File: config.mk
export PLATFORM = sky130hd
export DESIGN_NAME = bmfe_top
export DESIGN_NICKNAME = d
export VERILOG_FILES = /design/src/design/bmfe_top.v /design/src/design/bmfe_fifo.v
export VERILOG_INCLUDE_DIRS = /design/src /design/src/design
export SDC_FILE = /design/constraint.sdc
export NUM_CORES = 2
export LEC_CHECK = 0
export ABC_AREA = 1
export BUFFER_PORTS_ARGS = -buffer_cell sky130_fd_sc_hd__clkbuf_2
export CAP_MARGIN = 20
export CORE_MARGIN = 2
export CORE_UTILIZATION = 36
export CTS_BUF_LIST = sky130_fd_sc_hd__clkbuf_8
export DETAILED_ROUTE_END_ITERATION = 10
export SLEW_MARGIN = 20
export SYNTH_ARGS = -nofsm -noshare
export SYNTH_HDL_FRONTEND = slang
export SYNTH_HIERARCHICAL = 1
export SYNTH_SLANG_ARGS = --single-unit
File: constraint.sdc
create_clock -name i_clk -period 27.2 [get_ports i_clk]
set_input_delay 1.36 -clock i_clk [delete_from_list [all_inputs] [get_ports i_clk]]
set_output_delay 1.36 -clock i_clk [all_outputs]
set_load 0.01 [all_outputs]
File: src/design/bmfe_regs.vh
`ifndef BMFE_REGS_VH
`define BMFE_REGS_VH
// ---------------------------------------------------------------
// Serial control bus register map
// ---------------------------------------------------------------
`define BMFE_REG_MSGLEN     7'h00
`define BMFE_REG_CTRL       7'h01
`define BMFE_REG_RATE       7'h02
`define BMFE_REG_SEQ_LAST   7'h48
`define BMFE_REG_LAST       7'h49
`define BMFE_REG_COUNT      74
`define BMFE_WO_A_LO        7'h06
`define BMFE_WO_A_HI        7'h11
`define BMFE_WO_B_LO        7'h1E
`define BMFE_WO_B_HI        7'h47
`define BMFE_REG_RESET      8'h00
// ---------------------------------------------------------------
// Field positions in the control byte
// ---------------------------------------------------------------
`define BMFE_CTRL_T_HI      7
`define BMFE_CTRL_T_LO      4
`define BMFE_CTRL_SWAP      3
`define BMFE_CTRL_FEC       2
// ---------------------------------------------------------------
// Device-select byte layout
// ---------------------------------------------------------------
`define BMFE_DEV_FIXED      6'h01
`define BMFE_DEV_SEL_BIT    1
`define BMFE_DEV_RW_BIT     0
// ---------------------------------------------------------------
// Code and timing constants
// ---------------------------------------------------------------
`define BMFE_GF_POLY        8'h1D
`define BMFE_T_MAX          10
`define BMFE_NPAR           20
`define BMFE_LAT_SYMBOLS    6
`define BMFE_SYM_BITS       2
`endif

File: src/design/bmfe_top.v
// Behaviour
// - Start, stop conditions; data changes while clock low.
// - Eight bits then acknowledge on ninth clock.
// - Select byte 000001 then strap bit, rw.
// - Acknowledge register addresses 00h to 49h only.
// - Further write bytes go to next address.
// - Read: address write, repeated start, read select.
// - Master acks continue readback; nack, stop ends.
// - Write-only ranges give no meaningful readback.
// - Oversample frame gate, strobe data at rate.
// - One sample per bit, first at half.
// - Encoder over GF(256), generator roots a^0..a^2t-1.
// - Encoding enabled by control bit or pin.
// - Codeword is K plus 2t; t=0 bypasses.
// - Serial input ignored during check-byte slots.
// - Control bit selects encoder/randomizer order.
// - Output released six symbol periods after input.
`timescale 1ns/1ps
`include "bmfe_regs.vh"
module bmfe_top #(
	parameter FIFO_DEPTH = 4,
	parameter FIFO_AW    = 2
) (
	input  wire       i_clk,
	input  wire       i_arst_n,
	input  wire       i_scl,
	input  wire       i_sda,
	output reg        o_sda_out,
	output reg        o_sda_oe,
	input  wire       i_addr_sel,
	input  wire       i_burst_frame_gate,
	input  wire       i_serial_data,
	input  wire       i_fec_enable,
	output reg        o_path_order_swap,
	output reg        o_fec_active,
	output reg        o_overrun,
	output reg        o_byte_valid,
	output reg  [7:0] o_byte,
	input  wire       i_byte_ready
);
	// ---------------------------------------------------------------
	// Shared functions
	// ---------------------------------------------------------------
	function [7:0] gmul;
		input [7:0] a;
		input [7:0] b;
		reg   [7:0] r;
		reg   [7:0] x;
		integer     k;
		begin
			r = 8'h00;
			x = a;
			for (k = 0; k < 8; k = k + 1) begin
				if (b[k])
					r = r ^ x;
				x = x[7] ? ({x[6:0], 1'b0} ^ `BMFE_GF_POLY) :
					{x[6:0], 1'b0};
			end
			gmul = r;
		end
	endfunction

	function readable;
		input [6:0] a;
		begin
			readable = !((a >= `BMFE_WO_A_LO && a <= `BMFE_WO_A_HI) ||
				(a >= `BMFE_WO_B_LO && a <= `BMFE_WO_B_HI));
		end
	endfunction

	// ---------------------------------------------------------------
	// Reset release and input synchronisers
	// ---------------------------------------------------------------
	reg [1:0] rst_sync;
	wire      rst_n;
	reg [5:0] in_q1;
	reg [5:0] in_q2;
	reg       scl_p;
	reg       sda_p;
	reg       gate_p;
	wire      scl_s;
	wire      sda_s;
	wire      gate_s;
	wire      data_s;
	wire      fecpin_s;
	wire      addrsel_s;

	// Reset asserts at once and releases after two clock edges.
	always @(posedge i_clk or negedge i_arst_n) begin
		if (!i_arst_n)
			rst_sync <= 2'b00;
		else
			rst_sync <= {rst_sync[0], 1'b1};
	end
	assign rst_n = rst_sync[1];

	// The six bus, burst, FEC and strap pins pass two flops; only the second copy is used.
	always @(posedge i_clk or negedge rst_n) begin
		if (!rst_n) begin
			in_q1  <= 6'h1B;
			in_q2  <= 6'h1B;
			scl_p  <= 1'b1;
			sda_p  <= 1'b1;
			gate_p <= 1'b0;
		end else begin
			in_q1  <= {i_addr_sel, i_scl, i_sda,
				i_burst_frame_gate, i_serial_data, i_fec_enable};
			in_q2  <= in_q1;
			scl_p  <= scl_s;
			sda_p  <= sda_s;
			gate_p <= gate_s;
		end
	end
	assign scl_s    = in_q2[4];
	assign sda_s    = in_q2[3];
	assign gate_s   = in_q2[2];
	assign data_s   = in_q2[1];
	assign fecpin_s = in_q2[0];
	assign addrsel_s = in_q2[5];

	// ---------------------------------------------------------------
	// Two-wire control slave
	// ---------------------------------------------------------------
	localparam ST_IDLE = 3'h0;
	localparam ST_DEV  = 3'h1;
	localparam ST_REG  = 3'h2;
	localparam ST_WR   = 3'h3;
	localparam ST_RD   = 3'h4;

	reg [7:0] regs [0:`BMFE_REG_COUNT-1];
	reg [2:0] state;
	reg [3:0] bitcnt;
	reg [7:0] shreg;
	reg [7:0] tx;
	reg [6:0] ptr;
	reg       seq;
	reg       rd_first;
	reg       rd_end;
	reg       mack;
	wire      scl_rise;
	wire      scl_fall;
	wire      start_c;
	wire      stop_c;
	wire      dev_ok;
	wire [7:0] rd_val;
	integer   ri;

	assign scl_rise = scl_s & ~scl_p;
	assign scl_fall = ~scl_s & scl_p;
	assign start_c  = scl_s & scl_p & sda_p & ~sda_s;
	assign stop_c   = scl_s & scl_p & ~sda_p & sda_s;
	assign dev_ok   = (shreg[7:2] == `BMFE_DEV_FIXED) &&
		(shreg[`BMFE_DEV_SEL_BIT] == addrsel_s);
	// Write-only locations and the end of a sequential run read zero.
	assign rd_val   = (readable(ptr) && !rd_end) ?
		regs[ptr] : `BMFE_REG_RESET;

	// The line is only ever pulled low, so the output level is zero
	// and the enable carries the data. It changes on falling clock.
	always @(posedge i_clk or negedge rst_n) begin
		if (!rst_n) begin
			state    <= ST_IDLE;
			bitcnt   <= 4'h0;
			shreg    <= 8'h00;
			tx       <= 8'h00;
			ptr      <= 7'h00;
			seq      <= 1'b0;
			rd_first <= 1'b0;
			rd_end   <= 1'b0;
			mack     <= 1'b0;
			o_sda_oe <= 1'b0;
			for (ri = 0; ri < `BMFE_REG_COUNT; ri = ri + 1)
				regs[ri] <= `BMFE_REG_RESET;
		end else if (stop_c) begin
			state    <= ST_IDLE;
			o_sda_oe <= 1'b0;
		end else if (start_c) begin
			state    <= ST_DEV;
			// The start's own falling clock wraps this to zero, so it
			// is not mistaken for the end of the first data bit.
			bitcnt   <= 4'hF;
			o_sda_oe <= 1'b0;
		end else if (state != ST_IDLE) begin
			if (scl_rise) begin
				if (bitcnt < 4'h8)
					shreg <= {shreg[6:0], sda_s};
				else if (state == ST_RD)
					mack <= ~sda_s;
			end else if (scl_fall) begin
				if (bitcnt == 4'h7) begin
					bitcnt <= 4'h8;
					o_sda_oe <= 1'b0;
					case (state)
					ST_DEV: begin
						if (dev_ok) begin
							o_sda_oe <= 1'b1;
							rd_first <= 1'b1;
							rd_end   <= 1'b0;
							state <= shreg[`BMFE_DEV_RW_BIT] ?
								ST_RD : ST_REG;
						end else begin
							state <= ST_IDLE;
						end
					end
					ST_REG: begin
						if (shreg[7] == 1'b0 &&
							shreg[6:0] <= `BMFE_REG_LAST) begin
							o_sda_oe <= 1'b1;
							ptr   <= shreg[6:0];
							seq   <= 1'b0;
							state <= ST_WR;
						end else begin
							state <= ST_IDLE;
						end
					end
					ST_WR: begin
						if (seq && ptr >= `BMFE_REG_LAST) begin
							state <= ST_IDLE;
						end else begin
							o_sda_oe  <= 1'b1;
							regs[ptr] <= shreg;
							seq <= 1'b1;
							if (ptr < `BMFE_REG_LAST)
								ptr <= ptr + 7'h01;
						end
					end
					default: begin
						o_sda_oe <= 1'b0;
					end
					endcase
				end else if (bitcnt == 4'h8) begin
					bitcnt   <= 4'h0;
					o_sda_oe <= 1'b0;
					if (state == ST_RD) begin
						if (rd_first || mack) begin
							rd_first <= 1'b0;
							tx       <= rd_val;
							o_sda_oe <= ~rd_val[7];
							if (ptr >= `BMFE_REG_SEQ_LAST)
								rd_end <= 1'b1;
							else
								ptr <= ptr + 7'h01;
						end else begin
							state <= ST_IDLE;
						end
					end
				end else begin
					bitcnt <= bitcnt + 4'h1;
					if (state == ST_RD) begin
						tx       <= {tx[6:0], 1'b0};
						o_sda_oe <= ~tx[6];
					end
				end
			end
		end
	end

	// ---------------------------------------------------------------
	// Configuration decode
	// ---------------------------------------------------------------
	wire [7:0] msg_len;
	wire [3:0] t_raw;
	wire [4:0] two_t;
	wire [7:0] half_per;
	wire [7:0] ctrl;

	assign ctrl     = regs[`BMFE_REG_CTRL];
	assign msg_len  = regs[`BMFE_REG_MSGLEN];
	// Counts above the maximum are clipped rather than overrun.
	assign t_raw    = (ctrl[`BMFE_CTRL_T_HI:`BMFE_CTRL_T_LO] >
		`BMFE_T_MAX) ? 4'd`BMFE_T_MAX :
		ctrl[`BMFE_CTRL_T_HI:`BMFE_CTRL_T_LO];
	assign two_t    = {t_raw, 1'b0};
	assign half_per = (regs[`BMFE_REG_RATE] == 8'h00) ?
		8'h01 : regs[`BMFE_REG_RATE];

	// ---------------------------------------------------------------
	// Generator polynomial builder
	// ---------------------------------------------------------------
	reg [7:0] gen [0:`BMFE_NPAR];
	reg [7:0] alpha;
	reg [4:0] gi;
	reg [4:0] built_2t;
	wire      g_restart;
	wire      g_step;
	genvar    gj;

	// Rebuilt whenever t changes; it settles within 21 clocks, which
	// control traffic alone takes far longer than.
	assign g_restart = (two_t != built_2t);
	assign g_step    = !g_restart && (gi < built_2t);

	always @(posedge i_clk or negedge rst_n) begin
		if (!rst_n) begin
			alpha    <= 8'h01;
			gi       <= 5'h00;
			built_2t <= 5'h00;
		end else if (g_restart) begin
			alpha    <= 8'h01;
			gi       <= 5'h00;
			built_2t <= two_t;
		end else if (g_step) begin
			alpha <= gmul(alpha, 8'h02);
			gi    <= gi + 5'h01;
		end
	end

	generate
		for (gj = 0; gj <= `BMFE_NPAR; gj = gj + 1) begin : g_gen
			wire [7:0] lower;
			if (gj == 0) begin : g_lo0
				assign lower = 8'h00;
			end else begin : g_lon
				assign lower = gen[gj-1];
			end
			// Each step multiplies the polynomial by (x + alpha^i).
			always @(posedge i_clk or negedge rst_n) begin
				if (!rst_n)
					gen[gj] <= (gj == 0) ? 8'h01 : 8'h00;
				else if (g_restart)
					gen[gj] <= (gj == 0) ? 8'h01 : 8'h00;
				else if (g_step)
					gen[gj] <= lower ^ gmul(gen[gj], alpha);
			end
		end
	endgenerate

	// ---------------------------------------------------------------
	// Burst sampler
	// ---------------------------------------------------------------
	reg  [8:0] tick;
	reg  [2:0] bit_idx;
	reg  [7:0] in_byte;
	reg        byte_evt;
	reg  [7:0] strobes;
	reg        fec_burst;
	wire       gate_rise;
	wire       sample;

	assign gate_rise = gate_s & ~gate_p;
	assign sample    = gate_s && !gate_rise && (tick == 9'h000);

	// First strobe half a bit after the edge, then once per bit.
	always @(posedge i_clk or negedge rst_n) begin
		if (!rst_n) begin
			tick      <= 9'h000;
			bit_idx   <= 3'h0;
			in_byte   <= 8'h00;
			byte_evt  <= 1'b0;
			strobes   <= 8'h00;
			fec_burst <= 1'b0;
		end else begin
			byte_evt <= 1'b0;
			if (gate_rise) begin
				tick      <= {1'b0, half_per} - 9'h001;
				bit_idx   <= 3'h0;
				strobes   <= 8'h00;
				fec_burst <= ctrl[`BMFE_CTRL_FEC] | fecpin_s;
			end else if (sample) begin
				tick    <= {half_per, 1'b0} - 9'h001;
				in_byte <= {in_byte[6:0], data_s};
				bit_idx <= bit_idx + 3'h1;
				if (bit_idx == 3'h7)
					byte_evt <= 1'b1;
				if (strobes != 8'hFF)
					strobes <= strobes + 8'h01;
			end else if (gate_s) begin
				tick <= tick - 9'h001;
			end
		end
	end

	// ---------------------------------------------------------------
	// Block-code encoder and gapping
	// ---------------------------------------------------------------
	reg  [7:0] par [0:`BMFE_NPAR-1];
	reg  [8:0] slot;
	reg  [7:0] par_top;
	reg        pend;
	reg  [7:0] pend_byte;
	wire       coding;
	wire       in_msg;
	wire       enc_en;
	wire       shout;
	wire [7:0] fb;
	wire       fifo_in_ready;
	integer    pi;

	assign coding = fec_burst && (two_t != 5'h00);
	assign in_msg = (slot < {1'b0, msg_len});
	assign enc_en = byte_evt && coding && in_msg;
	assign shout  = byte_evt && coding && !in_msg;
	assign fb     = in_byte ^ par_top;

	// The highest live parity stage depends on t.
	always @* begin
		par_top = 8'h00;
		for (pi = 0; pi < `BMFE_NPAR; pi = pi + 1)
			if (pi == two_t - 5'h01)
				par_top = par[pi];
	end

	generate
		for (gj = 0; gj < `BMFE_NPAR; gj = gj + 1) begin : g_par
			wire [7:0] prev;
			if (gj == 0) begin : g_p0
				assign prev = 8'h00;
			end else begin : g_pn
				assign prev = par[gj-1];
			end
			always @(posedge i_clk or negedge rst_n) begin
				if (!rst_n)
					par[gj] <= 8'h00;
				else if (gate_rise)
					par[gj] <= 8'h00;
				else if (enc_en)
					par[gj] <= prev ^ gmul(fb, gen[gj]);
				else if (shout)
					par[gj] <= prev;
			end
		end
	endgenerate

	// Slot counter walks each codeword of K plus 2t bytes.
	always @(posedge i_clk or negedge rst_n) begin
		if (!rst_n) begin
			slot      <= 9'h000;
			pend      <= 1'b0;
			pend_byte <= 8'h00;
			o_overrun <= 1'b0;
		end else begin
			if (gate_rise) begin
				slot      <= 9'h000;
				o_overrun <= 1'b0;
			end else if (byte_evt && coding) begin
				if (slot == {1'b0, msg_len} + {4'h0, two_t} - 9'h001)
					slot <= 9'h000;
				else
					slot <= slot + 9'h001;
			end
			// A serial source cannot wait, so a full path is flagged.
			if (byte_evt) begin
				pend      <= 1'b1;
				pend_byte <= shout ? par_top : in_byte;
				if (pend && !fifo_in_ready)
					o_overrun <= 1'b1;
			end else if (pend && fifo_in_ready) begin
				pend <= 1'b0;
			end
		end
	end

	// ---------------------------------------------------------------
	// Output buffer and fixed latency release
	// ---------------------------------------------------------------
	reg        released;
	wire       fifo_out_valid;
	wire [7:0] fifo_out_data;
	wire       fifo_out_ready;

	assign fifo_out_ready = released & (~o_byte_valid | i_byte_ready);

	bmfe_fifo #(
		.WIDTH (8),
		.DEPTH (FIFO_DEPTH),
		.AW    (FIFO_AW)
	) u_fifo (
		.i_clk       (i_clk),
		.i_rst_n     (rst_n),
		.i_in_valid  (pend),
		.i_in_data   (pend_byte),
		.o_in_ready  (fifo_in_ready),
		.o_out_valid (fifo_out_valid),
		.o_out_data  (fifo_out_data),
		.i_out_ready (fifo_out_ready)
	);

	// Output opens once six symbols of bits have been taken.
	always @(posedge i_clk or negedge rst_n) begin
		if (!rst_n) begin
			released          <= 1'b0;
			o_byte_valid      <= 1'b0;
			o_byte            <= 8'h00;
			o_sda_out         <= 1'b0;
			o_path_order_swap <= 1'b0;
			o_fec_active      <= 1'b0;
		end else begin
			if (gate_rise)
				released <= 1'b0;
			else if (strobes >= `BMFE_LAT_SYMBOLS * `BMFE_SYM_BITS)
				released <= 1'b1;
			if (fifo_out_ready) begin
				o_byte_valid <= fifo_out_valid;
				o_byte       <= fifo_out_data;
			end
			o_sda_out         <= 1'b0;
			o_path_order_swap <= ctrl[`BMFE_CTRL_SWAP];
			// The mode of the previous burst must not leak into the
			// first cycle of a new one.
			o_fec_active      <= coding & gate_s & ~gate_rise;
		end
	end
endmodule // bmfe_top

File: src/design/bmfe_fifo.v
`timescale 1ns/1ps
// ---------------------------------------------------------------
// Small synchronous FIFO with valid/ready on both sides
// ---------------------------------------------------------------
module bmfe_fifo #(
	parameter WIDTH = 8,
	parameter DEPTH = 4,
	parameter AW    = 2
) (
	input  wire             i_clk,
	input  wire             i_rst_n,
	input  wire             i_in_valid,
	input  wire [WIDTH-1:0] i_in_data,
	output wire             o_in_ready,
	output wire             o_out_valid,
	output wire [WIDTH-1:0] o_out_data,
	input  wire             i_out_ready
);
	reg [WIDTH-1:0] mem [0:DEPTH-1];
	reg [AW-1:0]    wr_ptr;
	reg [AW-1:0]    rd_ptr;
	reg [AW:0]      fill;
	wire            push;
	wire            pop;

	// Full and empty come straight from the fill count.
	assign o_in_ready  = (fill != DEPTH[AW:0]);
	assign o_out_valid = (fill != {(AW+1){1'b0}});
	assign o_out_data  = mem[rd_ptr];
	assign push        = i_in_valid & o_in_ready;
	assign pop         = o_out_valid & i_out_ready;

	// Storage is written only on an accepted push.
	always @(posedge i_clk) begin
		if (push)
			mem[wr_ptr] <= i_in_data;
	end

	// Pointers wrap at the depth, which need not be a power of two.
	always @(posedge i_clk or negedge i_rst_n) begin
		if (!i_rst_n) begin
			wr_ptr <= {AW{1'b0}};
			rd_ptr <= {AW{1'b0}};
			fill   <= {(AW+1){1'b0}};
		end else begin
			if (push)
				wr_ptr <= (wr_ptr == DEPTH[AW-1:0] - 1'b1) ?
					{AW{1'b0}} : wr_ptr + 1'b1;
			if (pop)
				rd_ptr <= (rd_ptr == DEPTH[AW-1:0] - 1'b1) ?
					{AW{1'b0}} : rd_ptr + 1'b1;
			if (push & ~pop)
				fill <= fill + 1'b1;
			else if (pop & ~push)
				fill <= fill - 1'b1;
		end
	end
endmodule // bmfe_fifo

After elaboration in Yosys (flattened, before gate mapping)
Memory sizes are Yosys's and may differ from the RTL's. A register that Yosys moved wholly into a read port is not among the register bits.
Cells that the tools add are included.
{"block": "word_totals", "n_memories": 1, "input_bits": 9, "reg_bits": 1040, "mem_bits_rw": 32, "out_inout_bits": 14}
{"name": "u_fifo.mem", "depth": 4, "width": 8, "read_ports": 1, "rd_ports_with_merged_regs": 1, "write_ports": 1, "line_no": "bmfe_fifo.v:19", "rtl": "reg [WIDTH-1:0] mem [0:DEPTH-1];"}
{"block": "classes", "n_reduce_logical": 65, "bitwise": 503, "order_cmp": 15, "n_addsub": 16, "mux": 1328, "eq_ne": 49}
{"op": "$mux W8", "count": 1087}
{"op": "$xor A8 B8 Y8", "count": 319}
{"op": "$mux W5", "count": 150}
{"op": "$bwmux W592", "count": 1}
{"op": "$not A4 Y4", "count": 148}
{"op": "$eq A4 B32 Y1 const A", "count": 8}
{"op": "$eq A3 B32 Y1 const A", "count": 4}
{"op": "$eq A5 B32 Y1 const A", "count": 4}
{"op": "$mux W7", "count": 12}
{"op": "$eq A2 B32 Y1 const A", "count": 2}
{"op": "$bmux W8 S7", "count": 1}
{"op": "$demux W8 S7", "count": 1}
{"op": "$mux W9", "count": 6}
{"op": "$mux W3", "count": 16}
{"op": "$mux W1", "count": 40}
{"op": "$eq A1 B32 Y1 const A", "count": 1}
{"op": "$logic_not A32 Y1", "count": 1}
{"op": "$mux W4", "count": 7}
{"op": "$reduce_bool A2 Y1", "count": 14}
{"op": "$sub A9 B1 Y9 const B", "count": 3}
{"op": "$reduce_and A8 Y1", "count": 3}
{"op": "$not A1 Y1", "count": 18}
{"op": "$reduce_bool A3 Y1", "count": 6}
{"op": "$logic_and A1 B1 Y1", "count": 16}
{"op": "64 further kinds", "count": 108}

Logic depth before layout (Yosys ltp)
{"block": "logic_depth", "ltp_word": 59, "mapped_depth": 35, "ltp_nobuf": 33}

Hierarchy
Netlist, hierarchy kept.
{"module": "bmfe_top", "area_each_um2": 79273.5, "n_inst": 1, "seq_area_each_um2": 20659.8, "cells_per_inst": 11973}
{"module": "bmfe_fifo", "area_each_um2": 1756.7, "n_inst": 1, "seq_area_each_um2": 1136.1, "cells_per_inst": 152}

Least setup slack after synthesis
OpenSTA, ideal clock, no wires.
{"block": "synth_path", "path_kind": "flip-flop to flip-flop", "start": "register regs (netlist bit ctrl[6])", "end": "register slot[5]", "slack_ns": 23.613, "path_stages_with_launch": 21, "path_buffers": 2, "setup_time_ns": 0.142, "required_time_ns": 27.058, "t_arrival_ns": 3.446, "path_cell_list": "dfrtp_1 > buf_4 > nor2_2 > inv_2 > nand2_1 > clkbuf_1 > inv_1 > nor2_1 > inv_1 > ha_1 > inv_1 > ha_1 > fa_1 > xnor2_1 > xor2_1 > a2111oi_0 > nand3_1 > a211oi_1 > nand3_1 > nand2_1 > o32ai_1"}
{"block": "synth_via", "elab_chain_len": 8}
{"item": "from (decl)", "line_no": "bmfe_top.v:130", "rtl": "reg [7:0] regs [0:`BMFE_REG_COUNT-1];"}
{"item": "from (signal, indexed assignment)", "line_no": "bmfe_top.v:173", "rtl": "regs[ri] <= `BMFE_REG_RESET;"}
{"item": "from (signal, indexed assignment)", "line_no": "bmfe_top.v:221", "rtl": "regs[ptr] <= shreg;"}
{"item": "$gt A4 B4 Y1 (no line)"}
{"item": "$mux W4 *", "line_no": "bmfe_top.v:270", "rtl": "assign t_raw = (ctrl[`BMFE_CTRL_T_HI:`BMFE_CTRL_T_LO] >"}
{"item": "$add A8 B5 Y9", "line_no": "bmfe_top.v:436", "rtl": "if (slot == {1'b0, msg_len} + {4'h0, two_t} - 9'h001)"}
{"item": "$sub A9 B1 Y9", "line_no": "bmfe_top.v:436"}
{"item": "$eq A9 B9 Y1", "line_no": "bmfe_top.v:436"}
{"item": "$mux W9", "line_no": "bmfe_top.v:436"}
{"item": "$mux W9", "line_no": "bmfe_top.v:435", "rtl": "end else if (byte_evt && coding) begin"}
{"item": "$mux W9", "line_no": "bmfe_top.v:432", "rtl": "if (gate_rise) begin"}
{"item": "to (signal assigned)", "line_no": "bmfe_top.v:439", "rtl": "slot <= slot + 9'h001;"}
{"item": "to (decl)", "line_no": "bmfe_top.v:377", "rtl": "reg [8:0] slot;"}
Mark *: on every way between the ends. The rest lies on a longest branch, timed or not. The select of a mux whose other input is x is not followed.
A chain may end at the register's enable or synchronous reset.

Worst setup path in the final report
{"block": "layout_path", "start": "register regs (netlist bit ctrl[6])", "end": "register par[4] in the netlist's numbering"}
{"block": "layout_via", "elab_chain_len": 59}
{"item": "$gt A4 B4 Y1 (no line)"}
{"item": "$mux W4 *", "line_no": "bmfe_top.v:270"}
{"item": "$sub A5 B1 Y6", "line_no": "bmfe_top.v:399", "rtl": "if (pi == two_t - 5'h01)"}
{"item": "$logic_not A32 Y1", "line_no": "bmfe_top.v:399"}
{"item": "$mux W8 (20 in series)", "line_no": "bmfe_top.v:399"}
{"item": "$xor A8 B8 Y8", "line_no": "bmfe_top.v:393", "rtl": "assign fb = in_byte ^ par_top;"}
{"item": "$mux W8", "line_no": "bmfe_top.v:54", "rtl": "if (b[k])"}
{"item": "$mux W8", "line_no": "bmfe_top.v:416", "rtl": "else if (enc_en)"}
{"item": "[24 not listed]"}
{"item": "$mux W8", "line_no": "bmfe_top.v:414", "rtl": "else if (gate_rise)"}
{"item": "$xor A8 B8 Y8", "line_no": "bmfe_top.v:55", "rtl": "r = r ^ x;"}
{"item": "$mux W8", "line_no": "bmfe_top.v:54"}
{"item": "$mux W8", "line_no": "bmfe_top.v:416"}
{"item": "$mux W8", "line_no": "bmfe_top.v:414"}
{"item": "$xor A8 B8 Y8", "line_no": "bmfe_top.v:417", "rtl": "par[gj] <= prev ^ gmul(fb, gen[gj]);"}
{"item": "$mux W8", "line_no": "bmfe_top.v:416"}
{"item": "$mux W8", "line_no": "bmfe_top.v:414"}
{"item": "to (signal, indexed assignment)", "line_no": "bmfe_top.v:417"}
{"item": "to (signal, indexed assignment)", "line_no": "bmfe_top.v:419", "rtl": "par[gj] <= prev;"}
{"item": "to (decl)", "line_no": "bmfe_top.v:376", "rtl": "reg [7:0] par [0:`BMFE_NPAR-1];"}
Marks and branches as above.

==> flow_summary_export.csv <==
group,metric,value,unit
run_status,outcome,"finished clean",
sta,hold_ws,0.184,ns
synth,syn-cell-area,81000,um^2
synth,synth_warnings,6,
sta,hold_violations,0,
floorplanning,die_w,478,um
placement,numPortBuffers,21,
floorplanning,dieArea,229000,um^2
cells_and_area,post-route-util,0.385,
global_routing,grt_antenna_before_repair,8,
sta,tns,0,ns
cells_and_area,area_delta_synth_final,6.45,%
synth,synth_fp_nets,12200,
flow_run,cap_violations,0,
global_routing,grt_pass1_vias,73200,
sta,rsz0062_at_grt,"false",
placement,dp_hpwl,200000,um
power_and_ir_drop,power_frac_seq,0.409,
clocking,cts_resized,0,
route,drt-total-wl,310000,um
global_routing,grt_usage,0.263,
clocking,cts_setup_buffers,0,
floorplanning,fp.dieH,478,um
critical_path,critPathKind,"flop to flop",
critical_path,critPathArrivalTime,8.21,ns
critical_path,critPathTopFamily,"simple AND/OR/NAND/NOR gates",
cells_and_area,drive_above_1_share,0.0512,
synth,async_reset_ff_frac,0.963,
power_and_ir_drop,leakage,34.1,nW
route,wl_per_cell,20.9,um
critical_path,cp_slowest_cell,"buf_4",
critical_path,cpMostUsedCell,"nand2_1",
floorplanning,core-area,224000,um^2
power_and_ir_drop,p_int,2.13,mW
floorplanning,start_util,0.361,
sta,fin_crit_sh,0.270,
sta,fmax,0.136,GHz
placement,placed_cells,14500,
clocking,holdBufCountCts,0,
power_and_ir_drop,pwr-share-clk,0.454,
synth,ys_seq_area_frac,0.269,
sta,min_period,7.34,ns
placement,gp_congestion,0.969,
cells_and_area,fill_cells,23800,
global_routing,grt_max_degree,162,
route,drt-vias-per-instance,5.30,
route,drc,0,
synth,yosysUniqueCellTypes,72,
placement,place_area,82600,um^2
power_and_ir_drop,ir_drop,0.0571,mV
critical_path,cp_max_fo,50,
global_routing,grt.overflow.total,0,
power_and_ir_drop,pwr-share-comb,0.136,
cells_and_area,postLayoutCellArea,86300,um^2
route,drtIter0Drc,8040,
clocking,cts_made_buffers,167,
critical_path,cp.required,28.07,ns
clocking,clk_pin_slew_worst_paths,0.06,ns
critical_path,critPathBufInv,4,
cells_and_area,fin_cells,14800,
power_and_ir_drop,p_per_area,37.2,nW/um^2
clocking,clock-root-buffer,"clkbuf_8",
route,via_count,78500,
power_and_ir_drop,swShare,0.337,
placement,post-place-ws,20.19,ns
sta,fin_skew,0.0562,ns
sta,finalSetupViolCount,0,
cells_and_area,fin_nets,11700,
critical_path,cp-end-kind,"flop",
synth,avgSynthCellArea,6.68,um^2
route,antenna_left,0,
global_routing,grt_pass1_wl,466000,um
clocking,tritoncts,"built",
sta,slew_viol_final,0,
power_and_ir_drop,totalPowerFinal,3.21,mW
min_path,hold_path.class,"primary input to asynchronous set/reset pin",
synth,yosys_register_bits,864,
floorplanning,rows,174,
synth,synth-edff-count,32,
critical_path,max_stage_delay,0.78,ns
power_and_ir_drop,switchingPower,1.08,mW
clocking,h-tree-depth,4,
clocking,clk_latency,1.01,ns
floorplanning,ios,23,
clocking,cts.sinks,864,
sta,worst_slack,19.86,ns
sta,tightest_slew,1.18,ns
clocking,cts_buffer_depth,3,
critical_path,cp-start-kind,"flop",
synth,ys.flop_type,"dfrtp_1",
synth,postSynthCellCount,12100,
sta,slew_headroom,0.208,
route,firstDrtPassIters,8,
-- state kept, by name, summed over array words and instances (netlist names), 5 cells and up --
name         cells
strobes          8
ptr              7
in_q2            6
par              8
regs           360
msg_len          8
o_byte           8
in_q1            6
ctrl             8
slot             9
shreg            8
g_gen.lower    160
g_par.prev     152
gi               5
u_fifo/mem      32
pend_byte        8
alpha            8
in_byte          8
tick             9
tx               7
-- cell usage in the layout (no fill, tap or decap), types with 15 or more instances in the layout --
cell type / n
clkinv_2: 22
a21oi_1: 147
o22ai_1: 236
clkbuf_8: 212
or2_1: 38
inv_2: 28
inv_1: 802
nand2_2: 38
nor3_1: 39
nand2_4: 20
nand3b_1: 96
or2_2: 29
a221oi_1: 16
nand3_1: 628
nor2_2: 29
xnor2_1: 1020
o21bai_1: 18
ha_1: 40
clkbuf_2: 21
a211oi_1: 15
xor2_1: 1217
dfrtp_1: 811
buf_4: 117
a22oi_1: 15
clkinv_1: 57
o21ai_0: 685
nor2_1: 1223
o211ai_1: 45
nand2_1: 3709
edfxtp_1: 32
nand2b_1: 17
o21ai_1: 37
nand4_1: 177
-- final timing paths --
| path | from | slack (ns) | to | cells past startpoint |
|---|---|---|---|---|
| hold / removal | i_arst_n | 0.18 | rst_sync[0]$_DFF_PN0_ | 1 |
| max in group asynchronous | rst_sync[1]$_DFF_PN0_ | 23.81 | regs[54]$_DFFE_PN0P_ | 3 |
| min in group i_clk | rst_sync[0]$_DFF_PN0_ | 0.34 | rst_sync[1]$_DFF_PN0_ | 0 |
| setup reg to reg | ctrl[6]$_DFFE_PN0P_ | 19.86 | par[4]$_DFFE_PN0P_ | 27 |
| setup / recovery | ctrl[6]$_DFFE_PN0P_ | 19.86 | par[4]$_DFFE_PN0P_ | 27 |
| hold reg to reg | rst_sync[0]$_DFF_PN0_ | 0.34 | rst_sync[1]$_DFF_PN0_ | 0 |
-- Yosys cell counts (38+ instances only) --
cell type     n  share of area
buf_2        77         0.0048
xor2_1     1217           0.13
nand3_1     628          0.039
dfrtp_1     820           0.25
nand2_2      38         0.0029
or2_1        38         0.0029
o21ai_0     685          0.042
clkbuf_1    494          0.023
inv_1       760          0.035
o211ai_1     45         0.0042
nand4_1     177          0.014
ha_1         40         0.0062
buf_4        42         0.0039
xnor2_1    1020           0.11
nor2_1     1230          0.057
nor3_1       39         0.0024
nand2_1    3716           0.17
o22ai_1     236          0.018
clkinv_1     60         0.0028
nand3b_1     96         0.0089
a21oi_1     147         0.0091
buf_1       111         0.0051
-- cells by family (layout without fill, tap and decap cells) --
kind of cell,after synthesis,count (layout),synth area share
and+or+nand+nor,6076,6076,0.310
xor gates and xnor gates,2244,2244,0.243
buffers and inverters,1609,1292,0.0812
AOI/OAI and AO/OA,1284,1284,0.0895
DFF,864,864,0.269
adders and majority gates,42,42,0.00667
muxes,4,4,0.000510
other,2,9,0.0000927
-- power by group through the flow --
stage | clock, mW | combinational, mW | sequential, mW
floorplan | 0 | 0.219 | 1.35
global placement | 0 | 0.415 | 1.34
detailed placement | 0 | 0.418 | 1.34
CTS | 1.48 | 0.419 | 1.32
global route | 1.53 | 0.434 | 1.32
finish | 1.46 | 0.438 | 1.32
-- metal layers --
metal	vias up	GRT usage	routed length, um
met5	-	0	18
li1	37200	-	-
met4	4	0.136	17500
met1	37000	0.343	129000
met2	3450	0.420	138000
met3	826	0.0414	25600
-- area by class of cell --
class	instances	area (um^2)	area share
Tap cell	2992	3740	0.0434
Sequential cell	864	21800	0.253
Multi-Input combinational cell	9652	52700	0.611
Clock inverter	90	726	0.00841
Antenna cell	7	17.5	0.000203
Timing Repair Buffer	143	1080	0.0126
Inverter	847	3200	0.0371
Clock buffer	212	2920	0.0338
(Power assumes the default switching activity.)
